===== config.mk =====
export PLATFORM = sky130hd
export DESIGN_NAME = lcdext_control
export DESIGN_NICKNAME = d
export VERILOG_FILES = /design/src/hdl/lcdext_pkg.sv /design/src/hdl/lcdext_control.sv
export SDC_FILE = /design/constraint.sdc
export NUM_CORES = 1
export LEC_CHECK = 0
export BUFFER_PORTS_ARGS = -buffer_cell sky130_fd_sc_hd__buf_2
export CAP_MARGIN = 20
export CORE_UTILIZATION = 25
export CTS_CLUSTER_DIAMETER = 50
export DETAILED_ROUTE_END_ITERATION = 10
export PLACE_DENSITY = 0.57
export SKIP_CTS_REPAIR_TIMING = 1
export SYNTH_ARGS = -nofsm -noshare
export SYNTH_HDL_FRONTEND = slang
export SYNTH_SLANG_ARGS = --single-unit

===== constraint.sdc =====
create_clock -name clock_i -period 3.25 [get_ports clock_i]
set_input_delay 0.1625 -clock clock_i [delete_from_list [all_inputs] [get_ports clock_i]]
set_output_delay 0.1625 -clock clock_i [all_outputs]
set_load 0.05 [all_outputs]

===== src/hdl/lcdext_pkg.sv =====
package lcdext_pkg;

    // ************************************************************
    // Register indices within the extension space
    // ************************************************************
    localparam logic [7:0] IDX_SYNC_POLARITY   = 8'h80;
    localparam logic [7:0] IDX_DISPLAY_MODE    = 8'h81;
    localparam logic [7:0] IDX_CHAR_CLOCK      = 8'h82;

    // ************************************************************
    // Implemented bit masks and reset values
    // ************************************************************
    localparam logic [7:0] MASK_SYNC_POLARITY  = 8'hF0;
    localparam logic [7:0] MASK_DISPLAY_MODE   = 8'hB9;
    localparam logic [7:0] MASK_CHAR_CLOCK     = 8'h0F;
    localparam logic [7:0] RST_SYNC_POLARITY   = 8'h00;
    localparam logic [7:0] RST_DISPLAY_MODE    = 8'h00;
    localparam logic [7:0] RST_CHAR_CLOCK      = 8'h00;

    // ************************************************************
    // Field positions
    // ************************************************************
    localparam int BIT_VSYNC_POL      = 7;
    localparam int BIT_HSYNC_POL      = 6;
    localparam int BIT_POL_SOURCE     = 5;
    localparam int BIT_EXPAND_GFX     = 4;
    localparam int BIT_SIMUL_CRT_LCD  = 7;
    localparam int BIT_AUTOMAP        = 5;
    localparam int BIT_SINGLE_SCAN    = 4;
    localparam int BIT_COMPANION_MODE = 3;
    localparam int BIT_DISPLAY_TYPE   = 0;
    localparam int BIT_WIDTH_OVERRIDE = 3;

    // ************************************************************
    // Expansion ratio and character widths in dot clocks
    // ************************************************************
    localparam logic [4:0] EXPAND_SRC_LINES = 5'h10;
    localparam logic [4:0] EXPAND_DST_LINES = 5'h13;
    localparam logic [3:0] DOTS_CODE0       = 4'h9;
    localparam logic [3:0] DOTS_CODE1       = 4'h8;
    localparam logic [3:0] DOTS_CODE2       = 4'h4;
    localparam logic [3:0] DOTS_CODE4       = 4'hB;

endpackage : lcdext_pkg


===== src/hdl/lcdext_control.sv =====
module lcdext_control
    import lcdext_pkg::*;
(
    input  wire logic       clock_i,
    input  wire logic       rst_i,
    input  wire logic [7:0] index_i,
    input  wire logic       wr_i,
    input  wire logic       rd_i,
    input  wire logic [7:0] wdata_i,
    input  wire logic [1:0] misc_sync_pol_i,
    input  wire logic       sequencer_clocking_bit0_i,
    input  wire logic       gfx_mode_i,
    input  wire logic       scanline_i,
    output logic [7:0]      rdata_o,
    output logic            vsync_active_low_o,
    output logic            hsync_active_low_o,
    output logic            replicate_line_o,
    output logic            expand_enable_o,
    output logic            simultaneous_crt_lcd_o,
    output logic            automap_enable_o,
    output logic            single_scan_o,
    output logic            half_frame_enable_o,
    output logic            companion_mode_o,
    output logic            lcd_active_o,
    output logic [2:0]      char_width_code_o,
    output logic [3:0]      dots_per_char_o,
    output logic            char_width_reserved_o
);

    // ************************************************************
    // Register storage and next values
    // ************************************************************
    logic [7:0] sync_polarity_control;
    logic [7:0] display_mode_control;
    logic [7:0] char_clock_width_select;
    logic [4:0] line_phase;
    logic       scan_q;
    logic       scan_edge;
    logic       expand_active;
    logic [7:0] next_sync_polarity_control;
    logic [7:0] next_display_mode_control;
    logic [7:0] next_char_clock_width_select;
    logic [7:0] next_rdata;
    logic [4:0] next_line_phase;
    logic       next_replicate;
    logic       next_vsync_low;
    logic       next_hsync_low;
    logic       next_expand;
    logic       next_simultaneous;
    logic       next_automap;
    logic       next_single_scan;
    logic       next_half_frame;
    logic       next_companion;
    logic       next_lcd_active;
    logic [2:0] next_code;
    logic [3:0] next_dots;
    logic       next_reserved;

    // ************************************************************
    // Host register access
    // ************************************************************
    // Masked writes; a read in the same cycle still sees the old value
    always_comb begin
        next_sync_polarity_control   = sync_polarity_control;
        next_display_mode_control    = display_mode_control;
        next_char_clock_width_select = char_clock_width_select;
        if (wr_i) begin
            unique case (index_i)
                IDX_SYNC_POLARITY: begin
                    next_sync_polarity_control = wdata_i & MASK_SYNC_POLARITY;
                end
                IDX_DISPLAY_MODE: begin
                    next_display_mode_control = wdata_i & MASK_DISPLAY_MODE;
                end
                IDX_CHAR_CLOCK: begin
                    // Upper bits are dropped even if software leaves them set
                    next_char_clock_width_select = wdata_i & MASK_CHAR_CLOCK;
                end
                default: begin
                end
            endcase
        end
        // Unmapped indices and idle cycles return zero
        next_rdata = 8'h00;
        if (rd_i) begin
            unique case (index_i)
                IDX_SYNC_POLARITY: next_rdata = sync_polarity_control;
                IDX_DISPLAY_MODE:  next_rdata = display_mode_control;
                IDX_CHAR_CLOCK:    next_rdata = char_clock_width_select;
                default:           next_rdata = 8'h00;
            endcase
        end
    end

    // Host registers and read data
    always_ff @(posedge clock_i) begin
        if (rst_i) begin
            sync_polarity_control   <= RST_SYNC_POLARITY;
            display_mode_control    <= RST_DISPLAY_MODE;
            char_clock_width_select <= RST_CHAR_CLOCK;
            rdata_o                 <= 8'h00;
        end else begin
            sync_polarity_control   <= next_sync_polarity_control;
            display_mode_control    <= next_display_mode_control;
            char_clock_width_select <= next_char_clock_width_select;
            rdata_o                 <= next_rdata;
        end
    end

    // ************************************************************
    // Display control decode
    // ************************************************************
    // Sync polarity source, panel and CRT selects, width code and dots
    always_comb begin
        if (sync_polarity_control[BIT_POL_SOURCE]) begin
            next_vsync_low = sync_polarity_control[BIT_VSYNC_POL];
            next_hsync_low = sync_polarity_control[BIT_HSYNC_POL];
        end else begin
            next_vsync_low = misc_sync_pol_i[1];
            next_hsync_low = misc_sync_pol_i[0];
        end
        next_expand       = sync_polarity_control[BIT_EXPAND_GFX];
        next_simultaneous = display_mode_control[BIT_SIMUL_CRT_LCD];
        next_automap      = display_mode_control[BIT_AUTOMAP];
        next_single_scan  = display_mode_control[BIT_SINGLE_SCAN];
        next_half_frame   = ~display_mode_control[BIT_SINGLE_SCAN];
        next_companion    = display_mode_control[BIT_COMPANION_MODE];
        next_lcd_active   = display_mode_control[BIT_DISPLAY_TYPE];
        // Without the override, width bit 0 follows the sequencer
        next_code = char_clock_width_select[2:0];
        if (!char_clock_width_select[BIT_WIDTH_OVERRIDE]) begin
            next_code[0] = sequencer_clocking_bit0_i;
        end
        // Reserved codes fall back to 8 dots and raise a flag
        next_reserved = 1'b0;
        unique case (next_code)
            3'h0:    next_dots = DOTS_CODE0;
            3'h1:    next_dots = DOTS_CODE1;
            3'h2:    next_dots = DOTS_CODE2;
            3'h4:    next_dots = DOTS_CODE4;
            default: begin
                next_dots     = DOTS_CODE1;
                next_reserved = 1'b1;
            end
        endcase
    end

    // Registered control outputs
    always_ff @(posedge clock_i) begin
        if (rst_i) begin
            vsync_active_low_o     <= 1'b0;
            hsync_active_low_o     <= 1'b0;
            expand_enable_o        <= 1'b0;
            simultaneous_crt_lcd_o <= 1'b0;
            automap_enable_o       <= 1'b0;
            single_scan_o          <= 1'b0;
            half_frame_enable_o    <= 1'b0;
            companion_mode_o       <= 1'b0;
            lcd_active_o           <= 1'b0;
            char_width_code_o      <= 3'h0;
            dots_per_char_o        <= 4'h0;
            char_width_reserved_o  <= 1'b0;
        end else begin
            vsync_active_low_o     <= next_vsync_low;
            hsync_active_low_o     <= next_hsync_low;
            expand_enable_o        <= next_expand;
            simultaneous_crt_lcd_o <= next_simultaneous;
            automap_enable_o       <= next_automap;
            single_scan_o          <= next_single_scan;
            half_frame_enable_o    <= next_half_frame;
            companion_mode_o       <= next_companion;
            lcd_active_o           <= next_lcd_active;
            char_width_code_o      <= next_code;
            dots_per_char_o        <= next_dots;
            char_width_reserved_o  <= next_reserved;
        end
    end

    // ************************************************************
    // Graphics scanline expansion
    // ************************************************************
    // The enable is looked at every cycle, so it may change mid-frame
    // without a mode reset; the phase simply restarts when it drops
    assign expand_active = sync_polarity_control[BIT_EXPAND_GFX] & gfx_mode_i;
    assign scan_edge     = scanline_i & ~scan_q;

    // Phase over each group of 16 source lines; three repeats make 19
    always_comb begin
        next_line_phase = line_phase;
        next_replicate  = 1'b0;
        if (!expand_active) begin
            next_line_phase = 5'h00;
        end else if (scan_edge) begin
            if (line_phase == EXPAND_SRC_LINES - 5'h01) begin
                next_line_phase = 5'h00;
            end else begin
                next_line_phase = line_phase + 5'h01;
            end
            // Repeat after phases 4, 9 and 14 to spread the extra lines
            next_replicate = (line_phase == 5'h04) || (line_phase == 5'h09)
                             || (line_phase == 5'h0E);
        end
    end

    // Expansion phase, line edge history and repeat pulse
    always_ff @(posedge clock_i) begin
        if (rst_i) begin
            line_phase       <= 5'h00;
            scan_q           <= 1'b0;
            replicate_line_o <= 1'b0;
        end else begin
            line_phase       <= next_line_phase;
            scan_q           <= scanline_i;
            replicate_line_o <= next_replicate;
        end
    end

endmodule : lcdext_control


==> flow_summary.ini, run 1 <==
[hold_path]
min_path_type = in -> reg

[detailed_routing]
via_per_inst = 4.29
vias = 1226
drc = 0
wire_per_inst_um = 11.8
ant_nets = 0
drtIter0Drc = 20
first_pass_iters = 4
routed_wl_mm = 3.37

[synthesis]
synth_compound_area_frac = 0.0503
netlist.area_leader.share = 0.558
yosys.area_share.simple = 0.215
seq_area_frac_synth = 0.558
synth_cell_type_count = 29
yosysTopAreaCell = dfxtp_1
synth_top_family_by_area = simple AND/OR/NAND/NOR gates
synth_area_leaders = dfxtp_1, mux2i_1, nor2_1, nor2b_1, ha_1
synth_nets = 186
ys_warn_count = 0
synth_area_sq_mm = 0.00162
synth.most_common_cell = dfxtp_1
synthXorXnorAreaFrac = 0.00542
synthCells = 157
synthMuxAreaShare = 0.119
synth-edff-count = 0
syn_area_per_cell_sq_um = 10.3
synth_common_cells = dfxtp_1, nor2_1, mux2i_1
synth.ff_latch_count = 45
synth_ff_type = dfxtp_1
synth_fa_ha_area_frac = 0.0310
async_flop_share = 0

[grt]
grt_usage = 0.109
grt-ovfl-total = 0
grt_pass1_vias = 1161
grt_max_degree = 32
antenna_found_initial = 0
grt_pass1_wl_mm = 5.41

[floorplanning]
num_rows = 28
ios = 51
initial_core_util = 0.267
die_h_um = 82.4
core_sq_mm = 0.00606
die_w_um = 82.4
die-area_sq_mm = 0.00679

[clock_network]
cts_max_path_buffers = 2
h-tree-depth = 2
clkTransAtPathRegs_ns = 0.08
cts_tree = yes
cts-buffers-inserted = 5
clock_latency_ns = 0.29
clkSinkCount = 45
cts-root-buf = clkbuf_8

[cells_and_area]
fin_area_sq_mm = 0.00208
fillers = 640
diodes = 0
multiInputGateArea_sq_um = 679
layout-drive-gt1-share = 0.289
ff_latch_area_sq_um = 901
nNetsFinal = 239
area_delta_synth_final_pct = 28.6
postLayoutCoreUtil = 0.343

[sta]
tns_ns = 0
min_period_ns = 1.34
tightest_slew_ns = 0.517
fmax_ghz = 0.749
relSlewSlack = 0.655
finalSetupViolations = 0
slew_viol_final = 0
finalHoldViolCount = 0
rsz0062_at_grt = no
finClkSkew_ns = 0.00621
holdWs_ns = 0.107
fin_crit_sh = 0.411

[critical_path]
r2r_slack_ns = 1.91
cp-endpoint = replicate_line_o
cp-end-kind = flop
cp.arrival_ns = 1.54
r2r_start = sync_polarity_control[4]
critical_path_class = reg -> reg
cp_data_required_time_ns = 3.46
r2r_end = replicate_line_o
startpoint_type = flop
crit_fanout = 6
reg2reg_depth = 4
cp-startpoint = sync_polarity_control[4]

[job]
drv_cap = 0

[pwr]
power_density_mw_per_mm2 = 529
power.leakage_uw = 0.000970
seqPwrFrac = 0.507
switching_power_uw = 217
switching_share = 0.198
combinationalPowerShare = 0.053
p_int_uw = 881
ir_worst_vdd_v = 0.000148
pwr-share-clk = 0.440

[placement]
placed_cell_area_sq_mm = 0.00194
globalplace.congestion = 0.787
io_buffers = 50
place_hpwl_mm = 2.56

[outcome]
outcome = completed
-- flip-flops by register name, summed over array words and instances, names as in the netlist --
register and count:
display_mode_control 5, char_width_code_o 3, line_phase 5, expand_enable_o 1, vsync_active_low_o 1, simultaneous_crt_lcd_o 1
rdata_o 8, half_frame_enable_o 1, scan_q 1, sync_polarity_control 4, lcd_active_o 1, hsync_active_low_o 1
automap_enable_o 1, char_clock_width_select 4, companion_mode_o 1, dots_per_char_o 4, char_width_reserved_o 1, single_scan_o 1
replicate_line_o 1
-- per-layer routing --
metal | GRT usage | share of wire | vias up
met3 | 0.0407 | 0.086 | 2
met2 | 0.164 | 0.42 | 41
met4 | 0.0421 | 0.0077 | 0
met5 | 0 | 0 | -
met1 | 0.142 | 0.48 | 551
li1 | - | - | 632
-- worst min path at each step --
stage	slack (ns)	from	endpoint	cells after the start
floorplan	0.25	rst_i	expand_enable_o	1
global placement	0.41	scanline_i	scan_q	2
detailed placement	0.41	scanline_i	scan_q	2
CTS	0.11	wdata_i[2]	char_clock_width_select[2]	3
global route	0.10	scanline_i	scan_q	2
finish	0.11	scanline_i	scan_q	2
-- logic make-up (layout without fill, tap and decap cells) --
| family | after synthesis | count (layout) |
|---|---|---|
| DFF | 45 | 45 |
| adders and majority gates | 4 | 4 |
| xor gates and xnor gates | 1 | 1 |
| and+or+nand+nor | 66 | 66 |
| buffers and inverters | 9 | 63 |
| AOI/OAI and AO/OA | 13 | 13 |
| muxes | 19 | 19 |
-- cell usage in the layout, fill, tap and decap left out, types with 4 or more instances in the layout --
master and count:
a21oi_1 5, buf_2 50, clkbuf_8 5, dfxtp_1 45, ha_1 4, inv_1 5, mux2i_1 18, nand2_1 5
nor2_1 27, nor2b_1 12, nor3_1 5
-- metrics by stage --
step	setup slack, ns	std cells	power [uW]
3_5_place_dp	1.73	278	629
4_1_cts	1.91	286	1120
5_1_grt	1.85	286	1140
3_3_place_gp	1.75	278	629
2_1_floorplan	2.06	157	603
6_report	1.91	286	1100
-- layout make-up --
class,count,area share
Tap cell,75,0.0452
Clock inverter,3,0.0313
Clock buffer,5,0.0331
Inverter,5,0.00904
Sequential cell,45,0.434
Timing Repair Buffer,50,0.120
Multi-Input combinational cell,103,0.327
-- worst max-delay path: stages, from the launching register on --
cell	delay [ns]
dfxtp_1	0.36
nor2b_1	0.20
nand2_1	0.18
a311o_1	0.35
nor3_1	0.17
-- power by group through the flow --
stage	Combinational (uW)	Clock, uW	Sequential [uW]
2_1_floorplan	19.0	0	584
3_3_place_gp	58.7	0	570
3_5_place_dp	59.0	0	570
4_1_cts	59.2	501	557
5_1_grt	63.3	523	558
6_report	58.2	483	557
Power figures use the tool's default switching activity.
==> run 2, diff against run 1 <==
- PLACE_DENSITY: 0.57 -> 0.59
- clock period: 3.25 -> 1.2 ns (I/O delays scaled with it)
==> run 2 against run 1 <==
Compared with the run above: non-clock buffer count rose by 16; the run now ends with negative hold slack left; sequential power grew to 2.7 times the previous value; die area did not move; power grew to 2.6 times the previous value; register-to-register slack got worse by 1.9 ns; combinational power grew to 3.0 times the previous value; clock power rose by 140%; flip-flop and latch count did not move.
==> flow_summary.ini, run 2 (synthesis gave the netlist of run 1 again) <==
[cells_and_area]
final_cell_mix = buf_2, dfxtp_1, nor2_1
largestRegisters = rdata_o (8), display_mode_control (5), line_phase (5)
fillers = 630
nNetsFinal = 255
largest-register = rdata_o
layout-drive-gt1-share = 0.370
largest_reg_flops = 8
area_delta_synth_final_pct = 36.5
diodes = 0
postLayoutCoreUtil = 0.364
fin_area_sq_mm = 0.00220
final_common_cell = buf_2

[pwr]
finalPower_uw = 2830
ir_worst_vdd_v = 0.000401
pwr-share-clk = 0.406
combinationalPowerShare = 0.061
power_density_mw_per_mm2 = 1280
switching_share = 0.224
power.leakage_uw = 0.00104
p_int_uw = 2200
seqPwrFrac = 0.533
switching_power_uw = 632

[placement]
dp_slack_ns = -0.0475
placed_cell_area_sq_mm = 0.00205
io_buffers = 50
globalplace.congestion = 0.892
place_hpwl_mm = 2.71

[clock_network]
clkTransAtPathRegs_ns = 0.08
cts-root-buf = clkbuf_8
cts_max_path_buffers = 2
cts_tree = yes
cts-buffers-inserted = 5
h-tree-depth = 2
clock_latency_ns = 0.30
clkSinkCount = 45

[floorplanning]
num_rows = 28
die-area_sq_mm = 0.00679
initial_core_util = 0.267
core_sq_mm = 0.00606
ios = 51
die_h_um = 82.4
die_w_um = 82.4

[detailed_routing]
via_per_inst = 4.24
drtIter0Drc = 38
ant_nets = 0
drc = 0
vias = 1281
routed_wl_mm = 3.62
first_pass_iters = 4
wire_per_inst_um = 12.0

[critical_path]
crit_fanout = 4
cp-end-kind = flop
startpoint_type = flop
cp_data_required_time_ns = 1.42
critical_path_class = reg -> reg
cp.arrival_ns = 1.39

[sta]
tightest_slew_ns = 0.340
setup_ws_ns = 0.0297
finClkSkew_ns = 0.00691
slew_viol_final = 0
finalSetupViolations = 0
holdWs_ns = -0.00174
min_period_ns = 1.17
finalHoldViolCount = 1
rsz0062_at_grt = yes
relSlewSlack = 0.772
fin_crit_sh = 0.975
fmax_ghz = 0.854

[grt]
antenna_found_initial = 0
grt_usage = 0.111
grt_pass1_vias = 1199
grt-ovfl-total = 0
grt_max_degree = 30
grt_pass1_wl_mm = 5.48

[hold_path]
min_path_type = in -> reg

[outcome]
violations = negative hold slack
outcome = complete, but fails checks

[job]
drv_cap = 0
-- run 2: metal layers --
metal | share of wire | track usage
met4 | 0.016 | 0.0474
met3 | 0.078 | 0.0473
met1 | 0.47 | 0.134
met5 | 0 | 0
met2 | 0.44 | 0.170
-- run 2: stage by stage --
stage	hold WS, ns	std cells	TNS (ns)
detailed placement	0.287	292	-0.279
CTS	-0.0322	300	-0.0689
floorplan	0.143	157	0
global placement	0.285	292	-0.00561
finish	-0.00174	302	0
global route	0.0131	302	-0.0453
-- run 2: worst paths after layout --
path / from / endpoint / depth (start not counted) / slack (ns)
max: line_phase[0] / replicate_line_o / 5 / 0.03
min: scanline_i / scan_q / 2 / -0.002
max reg2reg: line_phase[0] / replicate_line_o / 5 / 0.03
min reg2reg: display_mode_control[4] / half_frame_enable_o / 1 / 0.46
-- run 2: final cells by class --
class / instances / area (sq um) / share of cell area
timing repair buffer: 66 / 373 / 0.169
sequential: 45 / 903 / 0.410
clock buffer: 5 / 68.8 / 0.0312
inverter: 5 / 18.8 / 0.00851
multi-input combinational: 103 / 701 / 0.318
clock inverter: 3 / 46.3 / 0.0210
tap: 75 / 93.8 / 0.0426
-- run 2: power by group through the flow --
stage / Sequential (uW) / Combinational [uW] / Clock [uW]
after detailed placement: 1540 / 172 / 0
after floorplan: 1580 / 51.5 / 0
final: 1510 / 173 / 1150
after global routing: 1510 / 189 / 1230
after global placement: 1540 / 172 / 0
after CTS: 1510 / 173 / 1180
-- run 2: critical path: stages, from the launching register on --
cell and delay [ns]:
dfxtp_2 0.34, inv_2 0.08, ha_2 0.16, inv_1 0.04, a311o_1 0.34, nor3_1 0.13
==> run 3, diff against run 2 <==
- PLACE_DENSITY: 0.59 -> 0.57
- TNS_END_PERCENT: unset -> 20
- clock period: 1.2 -> 1.1 ns (I/O delays scaled with it)
==> run 3 against run 2 <==
Compared with the run above: the flow finishes with violations (negative hold slack, negative setup slack); clock-buffer cell count did not move; clock power rose by 26%; combinational power rose by 15%; largest power group unchanged; fmax fell by 1.1%; sequential share of layout area fell by 1.2 points; non-clock buffer count rose by 3; final cell count rose by 0.99%; wire length fell by 1.5%; largest cell class unchanged; highest routed layer unchanged; sequential power rose by 9%; via count rose by 1.2%; flip-flop and latch count did not move.
==> flow_summary.ini, run 3 (synthesis gave the netlist of run 1 again) <==
[cells_and_area]
final_cell_mix = buf_2, dfxtp_1, nor2_1
diodes = 0
nNetsFinal = 258
area_delta_synth_final_pct = 41.1
multiInputGateArea_sq_um = 731
ff_latch_area_sq_um = 906
final_common_cell = buf_2
largest_reg_flops = 8
largest-register = rdata_o
fillers = 642
largestRegisters = rdata_o (8), display_mode_control (5), line_phase (5)
layout-drive-gt1-share = 0.413

[sta]
tightest_slew_ns = 0.352
rsz0062_at_grt = yes
finalHoldViolCount = 3
slew_viol_final = 0
relSlewSlack = 0.764
setup_ws_ns = -0.0834
fmax_ghz = 0.845
finClkSkew_ns = 0.00914
fin_crit_sh = 1.08
min_period_ns = 1.18
tns_ns = -0.130
finalSetupViolations = 2
holdWs_ns = -0.0275

[clock_network]
cts_tree = yes
clkSinkCount = 45
cts-root-buf = clkbuf_8
clock_latency_ns = 0.29
h-tree-depth = 2
cts-buffers-inserted = 5
clkTransAtPathRegs_ns = 0.08
cts_max_path_buffers = 2

[hold_path]
min_path_type = in -> reg
min_from = rst_i

[floorplanning]
num_rows = 28
initial_core_util = 0.267
core_sq_mm = 0.00606
die_w_um = 82.4
die_h_um = 82.4
ios = 51
die-area_sq_mm = 0.00679

[grt]
grt_pass1_wl_mm = 5.63
grt_max_degree = 30
grt_pass1_vias = 1194
antenna_found_initial = 0
grt-ovfl-total = 0
grt_usage = 0.113

[pwr]
seqPwrFrac = 0.499
p_int_uw = 2620
finalPower_uw = 3290
switching_power_uw = 670
pwr-share-clk = 0.440
combinationalPowerShare = 0.061
power.leakage_uw = 0.00107
ir_worst_vdd_v = 0.000471
power_density_mw_per_mm2 = 1440
switching_share = 0.203

[outcome]
outcome = complete, but fails checks
violations = negative hold slack, negative setup slack

[placement]
io_buffers = 50
place_hpwl_mm = 2.71
globalplace.congestion = 0.808
dp_slack_ns = -0.138

[detailed_routing]
via_per_inst = 4.25
drtIter0Drc = 40
first_pass_iters = 4
ant_nets = 0
vias = 1297
routed_wl_mm = 3.56
drc = 0
wire_per_inst_um = 11.7

[critical_path]
cp_data_required_time_ns = 1.33
startpoint_type = flop
worstPathCellList = and2b_2 > nand2_2 > or4_4 > a21oi_2
cp.arrival_ns = 1.41
crit_buf_inv = 0
max_stage_delay_ns = 0.42
cp-end-kind = flop
r2r_start = scan_q
cp-startpoint = scan_q
critical_path_class = reg -> reg
slowest_stage = or4_4
crit_fanout = 2
critPathTopFamily = simple AND/OR/NAND/NOR gates

[job]
drv_cap = 0
run 3: area by class of cell:
cell class | count | share of cell area
sequential | 45 | 0.398
tap | 75 | 0.0412
timing repair buffer | 69 | 0.174
inverter | 5 | 0.00824
clock inverter | 3 | 0.0286
multi-input combinational | 103 | 0.321
clock buffer | 5 | 0.0302
run 3: metrics by stage:
step | util | area, sq um | hold WS [ns] | instances
2_1_floorplan | - | 1620 | 0.138 | 157
6_report | 0.376 | 2280 | -0.0275 | 305
3_5_place_dp | 0.344 | 2080 | 0.281 | 296
5_1_grt | 0.376 | 2280 | -0.0345 | 305
3_3_place_gp | 0.344 | 2080 | 0.281 | 296
4_1_cts | 0.366 | 2220 | -0.0320 | 304
run 3: layer usage:
layer	share of wire	GRT usage	up-vias
li1	-	-	667
met1	0.50	0.153	585
met2	0.42	0.164	40
met3	0.065	0.0418	5
met4	0.014	0.0421	0
met5	0	0	-
run 3: worst reg2reg max path, cell delays in order, from the launching register on:
cell and delay [ns]:
dfxtp_1 0.30, and2b_2 0.21, nand2_2 0.06, or4_4 0.42, a21oi_2 0.13
run 3: power by group through the flow:
stage / Sequential (uW) / Combinational, uW / Clock, uW
after floorplan: 1730 / 57.3 / 0
after global placement: 1680 / 193 / 0
after detailed placement: 1680 / 194 / 0
after CTS: 1650 / 195 / 1480
after global routing: 1640 / 216 / 1570
final: 1640 / 199 / 1450
run 3: path summary, 6_finish.rpt:
kind,to,slack [ns],cells after the start
max,line_phase[3],-0.08,4
min,expand_enable_o,-0.03,2
max reg2reg,line_phase[3],-0.08,4
min reg2reg,half_frame_enable_o,0.46,1
